`src/logic/ocdp_pkg.sv`:
```
// Package with register map, field layout, reset values and state codes for the output clock path.
package ocdp_pkg;
   localparam int OCDP_N_OUT = 3;
   localparam int OCDP_N_GP = 4;
   // Register byte offsets.
   localparam logic [7:0] OCDP_A_PH_CTRL_A = 8'h00;
   localparam logic [7:0] OCDP_A_PH_CTRL_B = 8'h04;
   localparam logic [7:0] OCDP_A_PH_STATUS = 8'h08;
   localparam logic [7:0] OCDP_A_DIV_EN = 8'h0C;
   localparam logic [7:0] OCDP_A_OUT_BASE = 8'h10;
   localparam logic [7:0] OCDP_A_OUT_LAST = 8'h3F;
   // Word index inside each 16-byte output block.
   localparam logic [1:0] OCDP_W_CFG1 = 2'h0;
   localparam logic [1:0] OCDP_W_CFG2 = 2'h1;
   localparam logic [1:0] OCDP_W_LOWDIV = 2'h2;
   localparam logic [1:0] OCDP_W_SHAPE = 2'h3;
   // Field positions in phase_ctrl_a.
   localparam int OCDP_B_MODE = 0;
   localparam int OCDP_B_ARM = 1;
   localparam int OCDP_B_TRIGGER_REQUEST = 2;
   localparam int OCDP_B_TRIGGER_INVERT = 3;
   localparam int OCDP_B_PRST = 4;
   // Field positions in output cfg2; the phase adjust enable sits in cfg1.
   localparam int OCDP_B_POL = 4;
   localparam int OCDP_B_DRV = 5;
   localparam int OCDP_B_LOW_DIV_SELECT = 8;
   localparam int OCDP_B_NLD = 9;
   localparam int OCDP_B_PHASE_ADJUST_EN = 7;
   // Output format codes.
   localparam logic [3:0] OCDP_F_OFF = 4'h0;
   localparam logic [3:0] OCDP_F_CML = 4'h1;
   localparam logic [3:0] OCDP_F_CML_HALF = 4'h2;
   localparam logic [3:0] OCDP_F_HSTL = 4'h3;
   localparam logic [3:0] OCDP_F_CMOS_P = 4'h4;
   localparam logic [3:0] OCDP_F_CMOS_SAME = 4'h5;
   localparam logic [3:0] OCDP_F_CMOS_INV = 4'h6;
   // Arm and trigger source codes; pins start at the given code.
   localparam logic [3:0] OCDP_ARM_BIT = 4'h1;
   localparam logic [3:0] OCDP_ARM_GP0 = 4'h2;
   localparam logic [3:0] OCDP_TRG_BIT = 4'h0;
   localparam logic [3:0] OCDP_TRG_GP0 = 4'h1;
   // Reset values.
   localparam logic [31:0] OCDP_RST_WORD = 32'h0000_0000;
   localparam logic [3:0] OCDP_RST_ARM_SRC = 4'h1;
   // Mid divider limits in half periods of the post-divider input clock.
   localparam logic [7:0] OCDP_POS_ODD = 8'h7F;
   localparam logic [7:0] OCDP_POS_EVEN = 8'h80;
   typedef enum logic [1:0] {
      OCDP_IDLE = 2'b00,
      OCDP_ARMED = 2'b01,
      OCDP_BUSY = 2'b10
   } ocdp_state_t;
endpackage

```
`src/logic/ocdp_top.sv`:
```
// Per-output clock path: format, dividers, duty shaping and phase machine behind AHB-Lite.
`timescale 1ns/1ps
module ocdp_top
   import ocdp_pkg::*;
(
   input wire logic clk,
   input wire logic srst,
   input wire logic ce,
   input wire logic hsel,
   input wire logic [31:0] haddr,
   input wire logic [1:0] htrans,
   input wire logic hwrite,
   input wire logic [2:0] hsize,
   input wire logic [31:0] hwdata,
   input wire logic hready,
   output logic hreadyout,
   output logic [31:0] hrdata,
   output logic hresp,
   input wire logic [3:0] gp_pin,
   output logic [2:0] out_pos_pin,
   output logic [2:0] out_pos_oe,
   output logic [2:0] out_neg_pin,
   output logic [2:0] out_neg_oe,
   output logic [5:0] drive_strength,
   output logic [2:0] cml_half_swing,
   output logic [2:0] driver_low_power
);
   ////////////////////////////////////////////////////////////////////////////////
   // Registers.
   logic [4:0] ctrl_a_r;
   logic [7:0] ctrl_b_r;
   logic [2:0] div_en_r;
   logic [7:0] cfg1_r [OCDP_N_OUT];
   logic [9:0] cfg2_r [OCDP_N_OUT];
   logic [24:0] lowdiv_r [OCDP_N_OUT];
   logic [15:0] shape_r [OCDP_N_OUT];
   logic wr_pend_r;
   logic [7:0] wr_addr_r;
   logic prst_pulse;
   ocdp_state_t state_r;
   logic [2:0] pend_r;
   logic addr_ok;
   logic [1:0] out_idx;
   logic [31:0] rd_word;

   // An address phase is accepted whenever the slave is selected with a real transfer while hready is high.
   assign addr_ok = hsel && htrans[1] && hready;
   assign out_idx = 2'(haddr[5:4] - 2'h1);

   // Read mux for the address seen in the current address phase; unmapped reads give zero.
   always_comb begin
      rd_word = OCDP_RST_WORD;
      if (haddr[31:8] == 24'h00_0000) begin
         if (haddr[7:0] == OCDP_A_PH_CTRL_A) begin
            rd_word = {28'h000_0000, ctrl_a_r[3:0]};
         end else if (haddr[7:0] == OCDP_A_PH_CTRL_B) begin
            rd_word = {24'h00_0000, ctrl_b_r};
         end else if (haddr[7:0] == OCDP_A_PH_STATUS) begin
            rd_word = {30'h0000_0000, state_r == OCDP_BUSY, state_r == OCDP_ARMED};
         end else if (haddr[7:0] == OCDP_A_DIV_EN) begin
            rd_word = {29'h0000_0000, div_en_r};
         end else if (haddr[7:0] >= OCDP_A_OUT_BASE && haddr[7:0] <= OCDP_A_OUT_LAST) begin
            case (haddr[3:2])
               OCDP_W_CFG1: rd_word = {24'h00_0000, cfg1_r[out_idx]};
               OCDP_W_CFG2: rd_word = {22'h00_0000, cfg2_r[out_idx]};
               OCDP_W_LOWDIV: rd_word = {7'h00, lowdiv_r[out_idx]};
               default: rd_word = {16'h0000, shape_r[out_idx]};
            endcase
         end
      end
   end

   // Bus handshake: zero wait states, always OKAY, read data registered at the address phase.
   always_ff @(posedge clk) begin
      if (srst) begin
         hreadyout <= 1'b1;
         hresp <= 1'b0;
         hrdata <= OCDP_RST_WORD;
         wr_pend_r <= 1'b0;
         wr_addr_r <= 8'h00;
      end else if (ce) begin
         wr_pend_r <= addr_ok && hwrite && haddr[31:8] == 24'h00_0000;
         wr_addr_r <= haddr[7:0];
         if (addr_ok && !hwrite) begin
            hrdata <= rd_word;
         end
      end
   end

   // Global control words; the phase reset bit is a write-only pulse.
   always_ff @(posedge clk) begin
      if (srst) begin
         ctrl_a_r <= 5'h00;
         ctrl_b_r <= {4'h0, OCDP_RST_ARM_SRC};
         div_en_r <= 3'h0;
      end else if (ce) begin
         ctrl_a_r[OCDP_B_PRST] <= 1'b0;
         if (wr_pend_r && wr_addr_r == OCDP_A_PH_CTRL_A) begin
            ctrl_a_r <= hwdata[4:0];
         end
         if (wr_pend_r && wr_addr_r == OCDP_A_PH_CTRL_B) begin
            ctrl_b_r <= hwdata[7:0];
         end
         if (wr_pend_r && wr_addr_r == OCDP_A_DIV_EN) begin
            div_en_r <= hwdata[2:0];
         end
      end
   end
   assign prst_pulse = ctrl_a_r[OCDP_B_PRST];

   ////////////////////////////////////////////////////////////////////////////////
   // Pin synchronisers and arm/trigger event detection.
   logic [3:0] gp_s1_r;
   logic [3:0] gp_s2_r;
   logic [3:0] gp_s3_r;
   logic [3:0] gp_q_r;
   logic [3:0] gp_q_r_d;
   logic arm_bit_d_r;
   logic trg_lvl_d_r;
   logic arm_ev;
   logic trg_ev;
   logic trg_lvl;
   logic [3:0] arm_idx;
   logic [3:0] trg_idx;

   // Three stages; the filtered level follows only when stages two and three agree.
   always_ff @(posedge clk) begin
      if (srst) begin
         gp_s1_r <= 4'h0;
         gp_s2_r <= 4'h0;
         gp_s3_r <= 4'h0;
         gp_q_r <= 4'h0;
      end else if (ce) begin
         gp_s1_r <= gp_pin;
         gp_s2_r <= gp_s1_r;
         gp_s3_r <= gp_s2_r;
         gp_q_r <= (gp_s2_r & ~(gp_s2_r ^ gp_s3_r)) | (gp_q_r & (gp_s2_r ^ gp_s3_r));
      end
   end

   assign arm_idx = 4'(ctrl_b_r[3:0] - OCDP_ARM_GP0);
   assign trg_idx = 4'(ctrl_b_r[7:4] - OCDP_TRG_GP0);

   // Selected trigger level, inverted on request so one pin can arm and trigger.
   always_comb begin
      trg_lvl = 1'b0;
      if (ctrl_b_r[7:4] == OCDP_TRG_BIT) begin
         trg_lvl = ctrl_a_r[OCDP_B_TRIGGER_REQUEST];
      end else if (trg_idx < 4'(OCDP_N_GP)) begin
         trg_lvl = gp_q_r[trg_idx[1:0]];
      end
      trg_lvl = trg_lvl ^ ctrl_a_r[OCDP_B_TRIGGER_INVERT];
   end

   // Arm on a rising edge of the arm bit or a rising edge of the selected pin.
   always_comb begin
      arm_ev = 1'b0;
      if (ctrl_b_r[3:0] == OCDP_ARM_BIT) begin
         arm_ev = ctrl_a_r[OCDP_B_ARM] && !arm_bit_d_r;
      end else if (arm_idx < 4'(OCDP_N_GP)) begin
         arm_ev = gp_q_r[arm_idx[1:0]] && !gp_q_r_d[arm_idx[1:0]];
      end
   end
   assign trg_ev = trg_lvl && !trg_lvl_d_r;

   // Previous values for edge detection.
   always_ff @(posedge clk) begin
      if (srst) begin
         arm_bit_d_r <= 1'b0;
         trg_lvl_d_r <= 1'b0;
         gp_q_r_d <= 4'h0;
      end else if (ce) begin
         arm_bit_d_r <= ctrl_a_r[OCDP_B_ARM];
         trg_lvl_d_r <= trg_lvl;
         gp_q_r_d <= gp_q_r;
      end
   end

   ////////////////////////////////////////////////////////////////////////////////
   // Phase machine: idle, armed awaiting trigger, busy until no output has a shift pending.
   logic trg_take;
   assign trg_take = state_r == OCDP_ARMED && trg_ev && ctrl_a_r[OCDP_B_MODE];

   always_ff @(posedge clk) begin
      if (srst) begin
         state_r <= OCDP_IDLE;
      end else if (ce) begin
         case (state_r)
            OCDP_IDLE: begin
               if (arm_ev && !prst_pulse) begin
                  state_r <= OCDP_ARMED;
               end
            end
            OCDP_ARMED: begin
               if (prst_pulse) begin
                  state_r <= OCDP_IDLE;
               end else if (trg_take) begin
                  state_r <= OCDP_BUSY;
               end
            end
            OCDP_BUSY: begin
               if (pend_r == 3'h0) begin
                  state_r <= OCDP_IDLE;
               end
            end
            default: state_r <= OCDP_IDLE;
         endcase
      end
   end

   ////////////////////////////////////////////////////////////////////////////////
   // Per-output registers, dividers and driver logic.
   genvar g;
   generate
      for (g = 0; g < OCDP_N_OUT; g++) begin : g_out
         logic sel;
         logic [6:0] m;
         logic [24:0] lr;
         logic [7:0] dc;
         logic signed [8:0] amt;
         logic signed [8:0] neg_lim;
         logic signed [8:0] pos_lim;
         logic signed [8:0] clamp;
         logic signed [8:0] extra_r;
         logic [8:0] mid_cnt_r;
         logic [8:0] ph_len;
         logic mid_r;
         logic run;
         logic [25:0] low_cnt_r;
         logic [25:0] low_div;
         logic [25:0] low_hi;
         logic low_r;
         logic pos_src;
         logic neg_src;
         logic [3:0] fmt;
         logic polarity_invert;

         assign sel = wr_pend_r && wr_addr_r[7:4] == 4'(g + 1);
         assign m = cfg1_r[g][6:0];
         assign lr = lowdiv_r[g];
         assign dc = shape_r[g][7:0];
         assign amt = $signed({shape_r[g][15], shape_r[g][15:8]});
         assign fmt = cfg2_r[g][3:0];
         assign polarity_invert = cfg2_r[g][OCDP_B_POL];
         assign run = div_en_r[g] && fmt != OCDP_F_OFF;

         // Per-output configuration words.
         always_ff @(posedge clk) begin
            if (srst) begin
               cfg1_r[g] <= 8'h00;
               cfg2_r[g] <= 10'h000;
               lowdiv_r[g] <= 25'h000_0000;
               shape_r[g] <= 16'h0000;
            end else if (ce && sel) begin
               case (wr_addr_r[3:2])
                  OCDP_W_CFG1: cfg1_r[g] <= hwdata[7:0];
                  OCDP_W_CFG2: cfg2_r[g] <= hwdata[9:0];
                  OCDP_W_LOWDIV: lowdiv_r[g] <= hwdata[24:0];
                  default: shape_r[g] <= hwdata[15:0];
               endcase
            end
         end

         // Amount limits in half periods, derived from the mid ratio parity.
         assign neg_lim = m[0] ? -$signed({2'b00, m - 7'h01}) : -$signed({2'b00, m - 7'h02});
         assign pos_lim = m[0] ? $signed({1'b0, OCDP_POS_ODD - {1'b0, m}})
                               : $signed({1'b0, OCDP_POS_EVEN - {1'b0, m}});
         assign clamp = (amt < neg_lim) ? neg_lim : ((amt > pos_lim) ? pos_lim : amt);

         // Pending shift is set by the trigger and wins over the take in the same cycle.
         always_ff @(posedge clk) begin
            if (srst) begin
               pend_r[g] <= 1'b0;
            end else if (ce) begin
               if (trg_take && cfg1_r[g][OCDP_B_PHASE_ADJUST_EN] && amt != 9'sd0 && m != 7'h00) begin
                  pend_r[g] <= 1'b1;
               end else if (!run || m == 7'h00 || (!mid_r && ph_len == mid_cnt_r + 9'h001)) begin
                  pend_r[g] <= 1'b0;
               end
            end
         end

         // Mid divider; clk ticks are half input periods, so ratio m+1 is high m+1 ticks.
         assign ph_len = 9'({2'b00, m} + 9'h001 + (mid_r ? 9'(extra_r) : 9'h000));
         always_ff @(posedge clk) begin
            if (srst || !run) begin
               mid_cnt_r <= 9'h000;
               mid_r <= 1'b0;
               extra_r <= 9'sd0;
            end else if (ce) begin
               if (m == 7'h00) begin
                  mid_r <= ~mid_r;
               end else if (mid_cnt_r + 9'h001 >= ph_len) begin
                  mid_cnt_r <= 9'h000;
                  mid_r <= ~mid_r;
                  extra_r <= (!mid_r && pend_r[g]) ? clamp : 9'sd0;
               end else begin
                  mid_cnt_r <= mid_cnt_r + 9'h001;
               end
            end
         end

         // Low divider counts mid edges, so odd ratios still give 50%.
         assign low_div = 26'({1'b0, lr} + 26'h000_0001);
         assign low_hi = (dc != 8'h00 && m != 7'h00 && lr > 25'h000_0001)
                         ? {17'h0_0000, dc, 1'b0} : low_div;
         always_ff @(posedge clk) begin
            if (srst || !run) begin
               low_cnt_r <= 26'h000_0000;
               low_r <= 1'b0;
            end else if (ce) begin
               if (mid_cnt_r + 9'h001 >= ph_len && m != 7'h00) begin
                  // Compared one bit wider so the largest ratio does not wrap to zero.
                  if ({1'b0, low_cnt_r} + 27'h000_0001 >= {low_div, 1'b0}) begin
                     low_cnt_r <= 26'h000_0000;
                     low_r <= 1'b1;
                  end else begin
                     low_cnt_r <= low_cnt_r + 26'h000_0001;
                     low_r <= (low_cnt_r + 26'h000_0001) < low_hi;
                  end
               end
            end
         end

         // Pin sources: low divider only when selected and mid ratio is nonzero.
         assign pos_src = (cfg2_r[g][OCDP_B_LOW_DIV_SELECT] && m != 7'h00) ? low_r : mid_r;
         assign neg_src = (cfg2_r[g][OCDP_B_NLD] && m != 7'h00) ? low_r : pos_src;

         // Driver flops: format, polarity and enable.
         always_ff @(posedge clk) begin
            if (srst) begin
               out_pos_pin[g] <= 1'b0;
               out_neg_pin[g] <= 1'b0;
               out_pos_oe[g] <= 1'b0;
               out_neg_oe[g] <= 1'b0;
               drive_strength[2*g+1:2*g] <= 2'h0;
               cml_half_swing[g] <= 1'b0;
               driver_low_power[g] <= 1'b1;
            end else if (ce) begin
               out_pos_pin[g] <= run & (pos_src ^ polarity_invert);
               drive_strength[2*g+1:2*g] <= cfg2_r[g][OCDP_B_DRV+1:OCDP_B_DRV];
               cml_half_swing[g] <= fmt == OCDP_F_CML_HALF;
               driver_low_power[g] <= fmt == OCDP_F_OFF;
               out_pos_oe[g] <= fmt != OCDP_F_OFF && fmt <= OCDP_F_CMOS_INV;
               out_neg_oe[g] <= fmt != OCDP_F_OFF && fmt != OCDP_F_CMOS_P
                                && fmt <= OCDP_F_CMOS_INV;
               case (fmt)
                  OCDP_F_CMOS_SAME: out_neg_pin[g] <= run & (neg_src ^ polarity_invert);
                  OCDP_F_CMOS_INV: begin
                     out_neg_pin[g] <= run & (cfg2_r[g][OCDP_B_NLD] ? (neg_src ^ polarity_invert)
                                                                   : ~(neg_src ^ polarity_invert));
                  end
                  OCDP_F_CMOS_P: out_neg_pin[g] <= 1'b0;
                  default: out_neg_pin[g] <= run & ~(pos_src ^ polarity_invert);
               endcase
            end
         end

         // A disabled format leaves both pins undriven.
         property p_off_hiz;
            @(posedge clk) disable iff (srst)
            ce && fmt == OCDP_F_OFF |=> !out_pos_oe[g] && !out_neg_oe[g] && driver_low_power[g];
         endproperty
         a_off_hiz: assert property (p_off_hiz) else $error("disabled output still driven");
         // Without divider enable the positive pin stays low.
         property p_no_run;
            @(posedge clk) disable iff (srst)
            ce && !div_en_r[g] |=> !out_pos_pin[g];
         endproperty
         a_no_run: assert property (p_no_run) else $error("output toggles while disabled");
         // With m at 3 and no shift pending, the mid high level holds for exactly its four-cycle phase length.
         property p_mid_half;
            @(posedge clk) disable iff (srst || !ce)
            run && m == 7'h03 && extra_r == 9'sd0 && !pend_r[g] && $rose(mid_r)
            |-> mid_r [*4] ##1 !mid_r;
         endproperty
         a_mid_half: assert property (p_mid_half) else $error("mid high time wrong");
         // A bypassed mid divider toggles every cycle.
         property p_bypass;
            @(posedge clk) disable iff (srst || !ce || !run)
            m == 7'h00 ##1 m == 7'h00 |-> mid_r != $past(mid_r);
         endproperty
         a_bypass: assert property (p_bypass) else $error("bypass not toggling");
         // The shift amount never leaves the allowed window.
         property p_clamp;
            @(posedge clk) disable iff (srst)
            extra_r != 9'sd0 |-> extra_r >= neg_lim && extra_r <= pos_lim;
         endproperty
         a_clamp: assert property (p_clamp) else $error("phase shift beyond limit");
         // A shift is applied for one high time only and then cleared.
         property p_one_period;
            @(posedge clk) disable iff (srst || !ce)
            $fell(mid_r) |-> extra_r == 9'sd0;
         endproperty
         a_one_period: assert property (p_one_period) else $error("shift kept past one period");
      end
   endgenerate

   // Phase reset always clears an armed state on the next edge.
   property p_cancel;
      @(posedge clk) disable iff (srst)
      ce && prst_pulse && state_r == OCDP_ARMED |=> state_r == OCDP_IDLE;
   endproperty
   a_cancel: assert property (p_cancel) else $error("armed state not cancelled");
   // Busy is only entered through a trigger while armed.
   property p_busy_cause;
      @(posedge clk) disable iff (srst)
      ce && state_r != OCDP_BUSY ##1 state_r == OCDP_BUSY |-> $past(trg_take);
   endproperty
   a_busy_cause: assert property (p_busy_cause) else $error("busy without trigger");
   // Status read reflects the machine state on the next cycle.
   property p_status;
      @(posedge clk) disable iff (srst)
      ce && addr_ok && !hwrite && haddr == {24'h00_0000, OCDP_A_PH_STATUS}
      |=> hrdata[1:0] == {$past(state_r == OCDP_BUSY), $past(state_r == OCDP_ARMED)};
   endproperty
   a_status: assert property (p_status) else $error("phase status mismatch");
endmodule

```
`config.mk`:
```
export PLATFORM = sky130hd
export DESIGN_NAME = ocdp_top
export DESIGN_NICKNAME = d
export VERILOG_FILES = /design/src/logic/ocdp_pkg.sv /design/src/logic/ocdp_top.sv
export SDC_FILE = /design/constraint.sdc
export NUM_CORES = 1
export LEC_CHECK = 0
export BUFFER_PORTS_ARGS = -buffer_cell sky130_fd_sc_hd__buf_2
export CAP_MARGIN = 0
export CORE_UTILIZATION = 55
export CTS_CLUSTER_SIZE = 20
export DETAILED_ROUTE_END_ITERATION = 10
export GPL_ROUTABILITY_DRIVEN = 0
export GPL_TIMING_DRIVEN = 0
export PLACE_DENSITY = 0.75
export SLEW_MARGIN = 20
export SYNTH_ARGS = -nofsm -noshare
export SYNTH_HDL_FRONTEND = slang
export SYNTH_SLANG_ARGS = --single-unit
```
`constraint.sdc`:
```
create_clock -name clk -period 3.89 [get_ports clk]
set_input_delay 0.5835 -clock clk [delete_from_list [all_inputs] [get_ports clk]]
set_output_delay 0.5835 -clock clk [all_outputs]
set_load 0.005 [all_outputs]
```
==> metrics <==
# DRC=0; Max Fclk=247 MHz; Critical Path End Type=flip-flop; run status=finished with violations; CTS Buf Count=48; Clock Sinks=416; Hold/Removal Path Class=in -> reg; CP max FO=5; Root Driver=clkbuf_16; CTS tree=built; initial antenna violation count=1; Pleak=15.4 nW; max_cap viols=0; Syn. warnings=0; Worst Skew=0.0600 ns; global route overflow=0; most frequent cells in the layout=327 x nand2_1, 260 x ha_1, 259 x nor2_1, 218 x and2_1, 217 x dfxtp_1; drt pass-1 iters=9; maximum vdd drop=0.328 mV; Comb pwr share=0.115; adder-cell share of the synthesized area=0.120; vias in the first global route=26132; largest net degree at the start of global routing=25; DR iter-0 viols=3376; Final Setup Violations=36; post-DP HPWL=70.8 mm; Hold Startpoint=gp_pin[1]; Seq/Total Area, Yosys=0.336; DRT antenna net count=0; r2r startpoint=lowdiv_r[0][9]; CP Data Arrival Time=4.53 ns; post-placement cell area=31700 um^2; Clk network pwr share=0.442; internal power=7.85 mW; vias per std cell=6.36; most common cell after layout, fill and taps aside=nand2_1; startpoint types=flip-flop; die height=236 um; Critical path origin=lowdiv_r[0][9]; WL/cell=22.3 um; max-slew violation count=0; first-pass GRT wire length=147 mm; num rows=85; Hold Vio Cnt, Final=0; RSZ-0062 raised after global routing=yes; final wirelength=101 mm; DR vias=28800; ys async rst share=0; Yosys cell types=87; Reg power frac=0.443; number of synthesized flops with an enable pin=177; Synth Register Bits=416; design area=36800 um^2; Least-Margin Pin Slew=1.20 ns; largest family of logic cells by synthesized area=simple AND/OR/NAND/NOR gates; IO Port Bufs=115; final worst slack=-0.162 ns; simple-gate share of the synthesized area=0.234; final net count=4153; pwr/cell area=292 nW/um^2; top_reg_cell synth=dfxtp_1; Die Footprint=55600 um^2; num ports=137; Worst EP required=4.36 ns; Switch Pwr=2.90 mW; mux cell area share after synthesis=0.0476; sw frac=0.270; Synth Area in Compound Gates=0.149; htree depth=2; syn avg cell area=8.74 um^2; Initial Utilization=0.557; Global Route Usage Sum=0.338; Clock Path Buffers=3; crit share post-route=1.04; chip width=236 um; CTS clock-pin slew for the worst setup and hold paths=0.06 ns; failing checks=negative setup slack; Synth Instances=3438; fraction of layout cells with a size suffix above 1=0.209; Core Area=53900 um^2; relative slew slack=0.201; crit path kind=reg -> reg; Layout area overhead=22.5%; Post-Place Setup Slack=-1.30 ns; Fillers=4089; synthesized area=30000 um^2; Post-Synth XOR/XNOR Area=0.0723; Clock Latency Late Sink=0.64 ns; min Tclk post-route=4.05 ns
[power groups by stage]
stage | clock network (mW) | logic [mW] | registers, mW
global route | 4.92 | 1.32 | 4.76
floorplan | 0 | 0.695 | 4.79
detailed placement | 0 | 1.03 | 4.86
CTS | 4.74 | 1.12 | 4.75
finish | 4.75 | 1.24 | 4.76
global placement | 0 | 1.00 | 4.86
[area by class of cell]
class / instances / area [um^2] / share of cell area
multi-input cells: 2727 / 20500 / 0.557
inverters: 145 / 553 / 0.0150
flip-flops and latches: 416 / 10100 / 0.276
diodes: 1 / 2.50 / 0.0000680
repair buffers: 300 / 2200 / 0.0599
well taps: 696 / 871 / 0.0237
clock inverters: 24 / 272 / 0.00738
clock buffers: 66 / 1370 / 0.0372
plain buffers: 150 / 905 / 0.0246
[metrics by stage]
| step | hold WS [ns] | utilization | total power, mW | setup TNS [ns] | cells |
|---|---|---|---|---|---|
| 2_1_floorplan | 0.425 | - | 5.49 | 0 | 3445 |
| 3_3_place_gp | 0.425 | 0.585 | 5.86 | -188.50 | 4256 |
| 3_5_place_dp | 0.430 | 0.588 | 5.89 | -102.25 | 4262 |
| 4_1_cts | 0.179 | 0.645 | 10.6 | -0.822 | 4439 |
| 5_1_grt | 0.207 | 0.682 | 11.0 | -12.16 | 4525 |
| 6_report | 0.172 | 0.682 | 10.8 | -2.63 | 4525 |
[state kept, by name, indices dropped and copies added (netlist names), 4 cells and up, named ones only]
signal,cells
drive_strength,6
g_out.mid_cnt_r,27
gp_s3_r,4
lowdiv_r,75
ctrl_b_r,8
gp_s2_r,4
shape_r,48
hrdata,25
g_out.extra_r,27
gp_s1_r,4
cfg2_r,30
ctrl_a_r,5
cfg1_r,24
g_out.low_cnt_r,78
wr_addr_r,8
gp_q_r_d,4
[what timing repair did]
item | CTS | global route
hold buffers | 0 | 0
buffers inserted | 86 | 85
resized for setup | 220 | 324
cloned | 2 | 7
pin swaps | 53 | 140
setup endpoints to repair | 138 | 133
[path summary, 6_finish.rpt]
check	depth (start not counted)	slack [ns]	endpoint
max	18	-0.16	g_out[0].low_cnt_r[6]
min	3	0.17	gp_s1_r[1]
max reg2reg	18	-0.16	g_out[0].low_cnt_r[6]
min reg2reg	2	0.44	hrdata[3]
[synth_stat cells (all sizes together) (12+ instances only)]
master / count / area share
and2: 223 / 0.046
or2: 13 / 0.0027
clkbuf: 100 / 0.012
dfxtp: 239 / 0.16
a31oi: 19 / 0.0044
a21oi: 161 / 0.027
a211oi: 15 / 0.0037
xnor2: 146 / 0.043
mux4: 26 / 0.019
ha: 283 / 0.12
or3: 12 / 0.0025
mux2i: 80 / 0.027
xor2: 102 / 0.030
nand2: 346 / 0.043
edfxtp: 177 / 0.18
a211o: 15 / 0.0045
a221oi: 15 / 0.0044
and3: 54 / 0.011
a32o: 13 / 0.0043
a22oi: 31 / 0.0077
buf: 57 / 0.010
o211ai: 39 / 0.0097
nand4: 70 / 0.015
a22o: 33 / 0.0096
nor3: 67 / 0.013
inv: 143 / 0.018
nor4: 59 / 0.013
o21ai: 185 / 0.031
and4: 18 / 0.0052
nor2b: 34 / 0.0071
a21o: 52 / 0.013
nand3: 136 / 0.023
nand2b: 38 / 0.0079
nor2: 286 / 0.036
[critical path, cell delays in order (launching register included)]
cell and delay, ns:
edfxtp_1 0.50, and4_1 0.28, and4_4 0.23, nand4_1 0.09
nor2_1 0.10, nand4_1 0.13, or2_4 0.27, xnor2_2 0.19
inv_2 0.07, ha_4 0.26, nand4_1 0.14, nor2_2 0.17
and4_4 0.27, o2111ai_4 0.11, a221oi_2 0.29, nor3_2 0.11
and2_4 0.22, buf_8 0.13, a221o_1 0.31
[metal layers]
metal | wire, um | GRT usage | share of wire | up-vias
li1 | - | - | - | 13101
met1 | 39800 | 0.447 | 0.39 | 13651
met2 | 44700 | 0.526 | 0.44 | 1734
met3 | 11700 | 0.0860 | 0.12 | 314
met4 | 4830 | 0.137 | 0.048 | 0
met5 | 0 | 0 | 0 | -
[cells by family after synthesis]
| group | after synthesis |
|---|---|
| mux | 110 |
| compound gates | 685 |
| buf+inv | 302 |
| simple gates | 1388 |
| other cells | 2 |
| xor+xnor | 248 |
| flops | 416 |
| fa+ha+maj | 287 |
(Power assumes the default switching activity.)
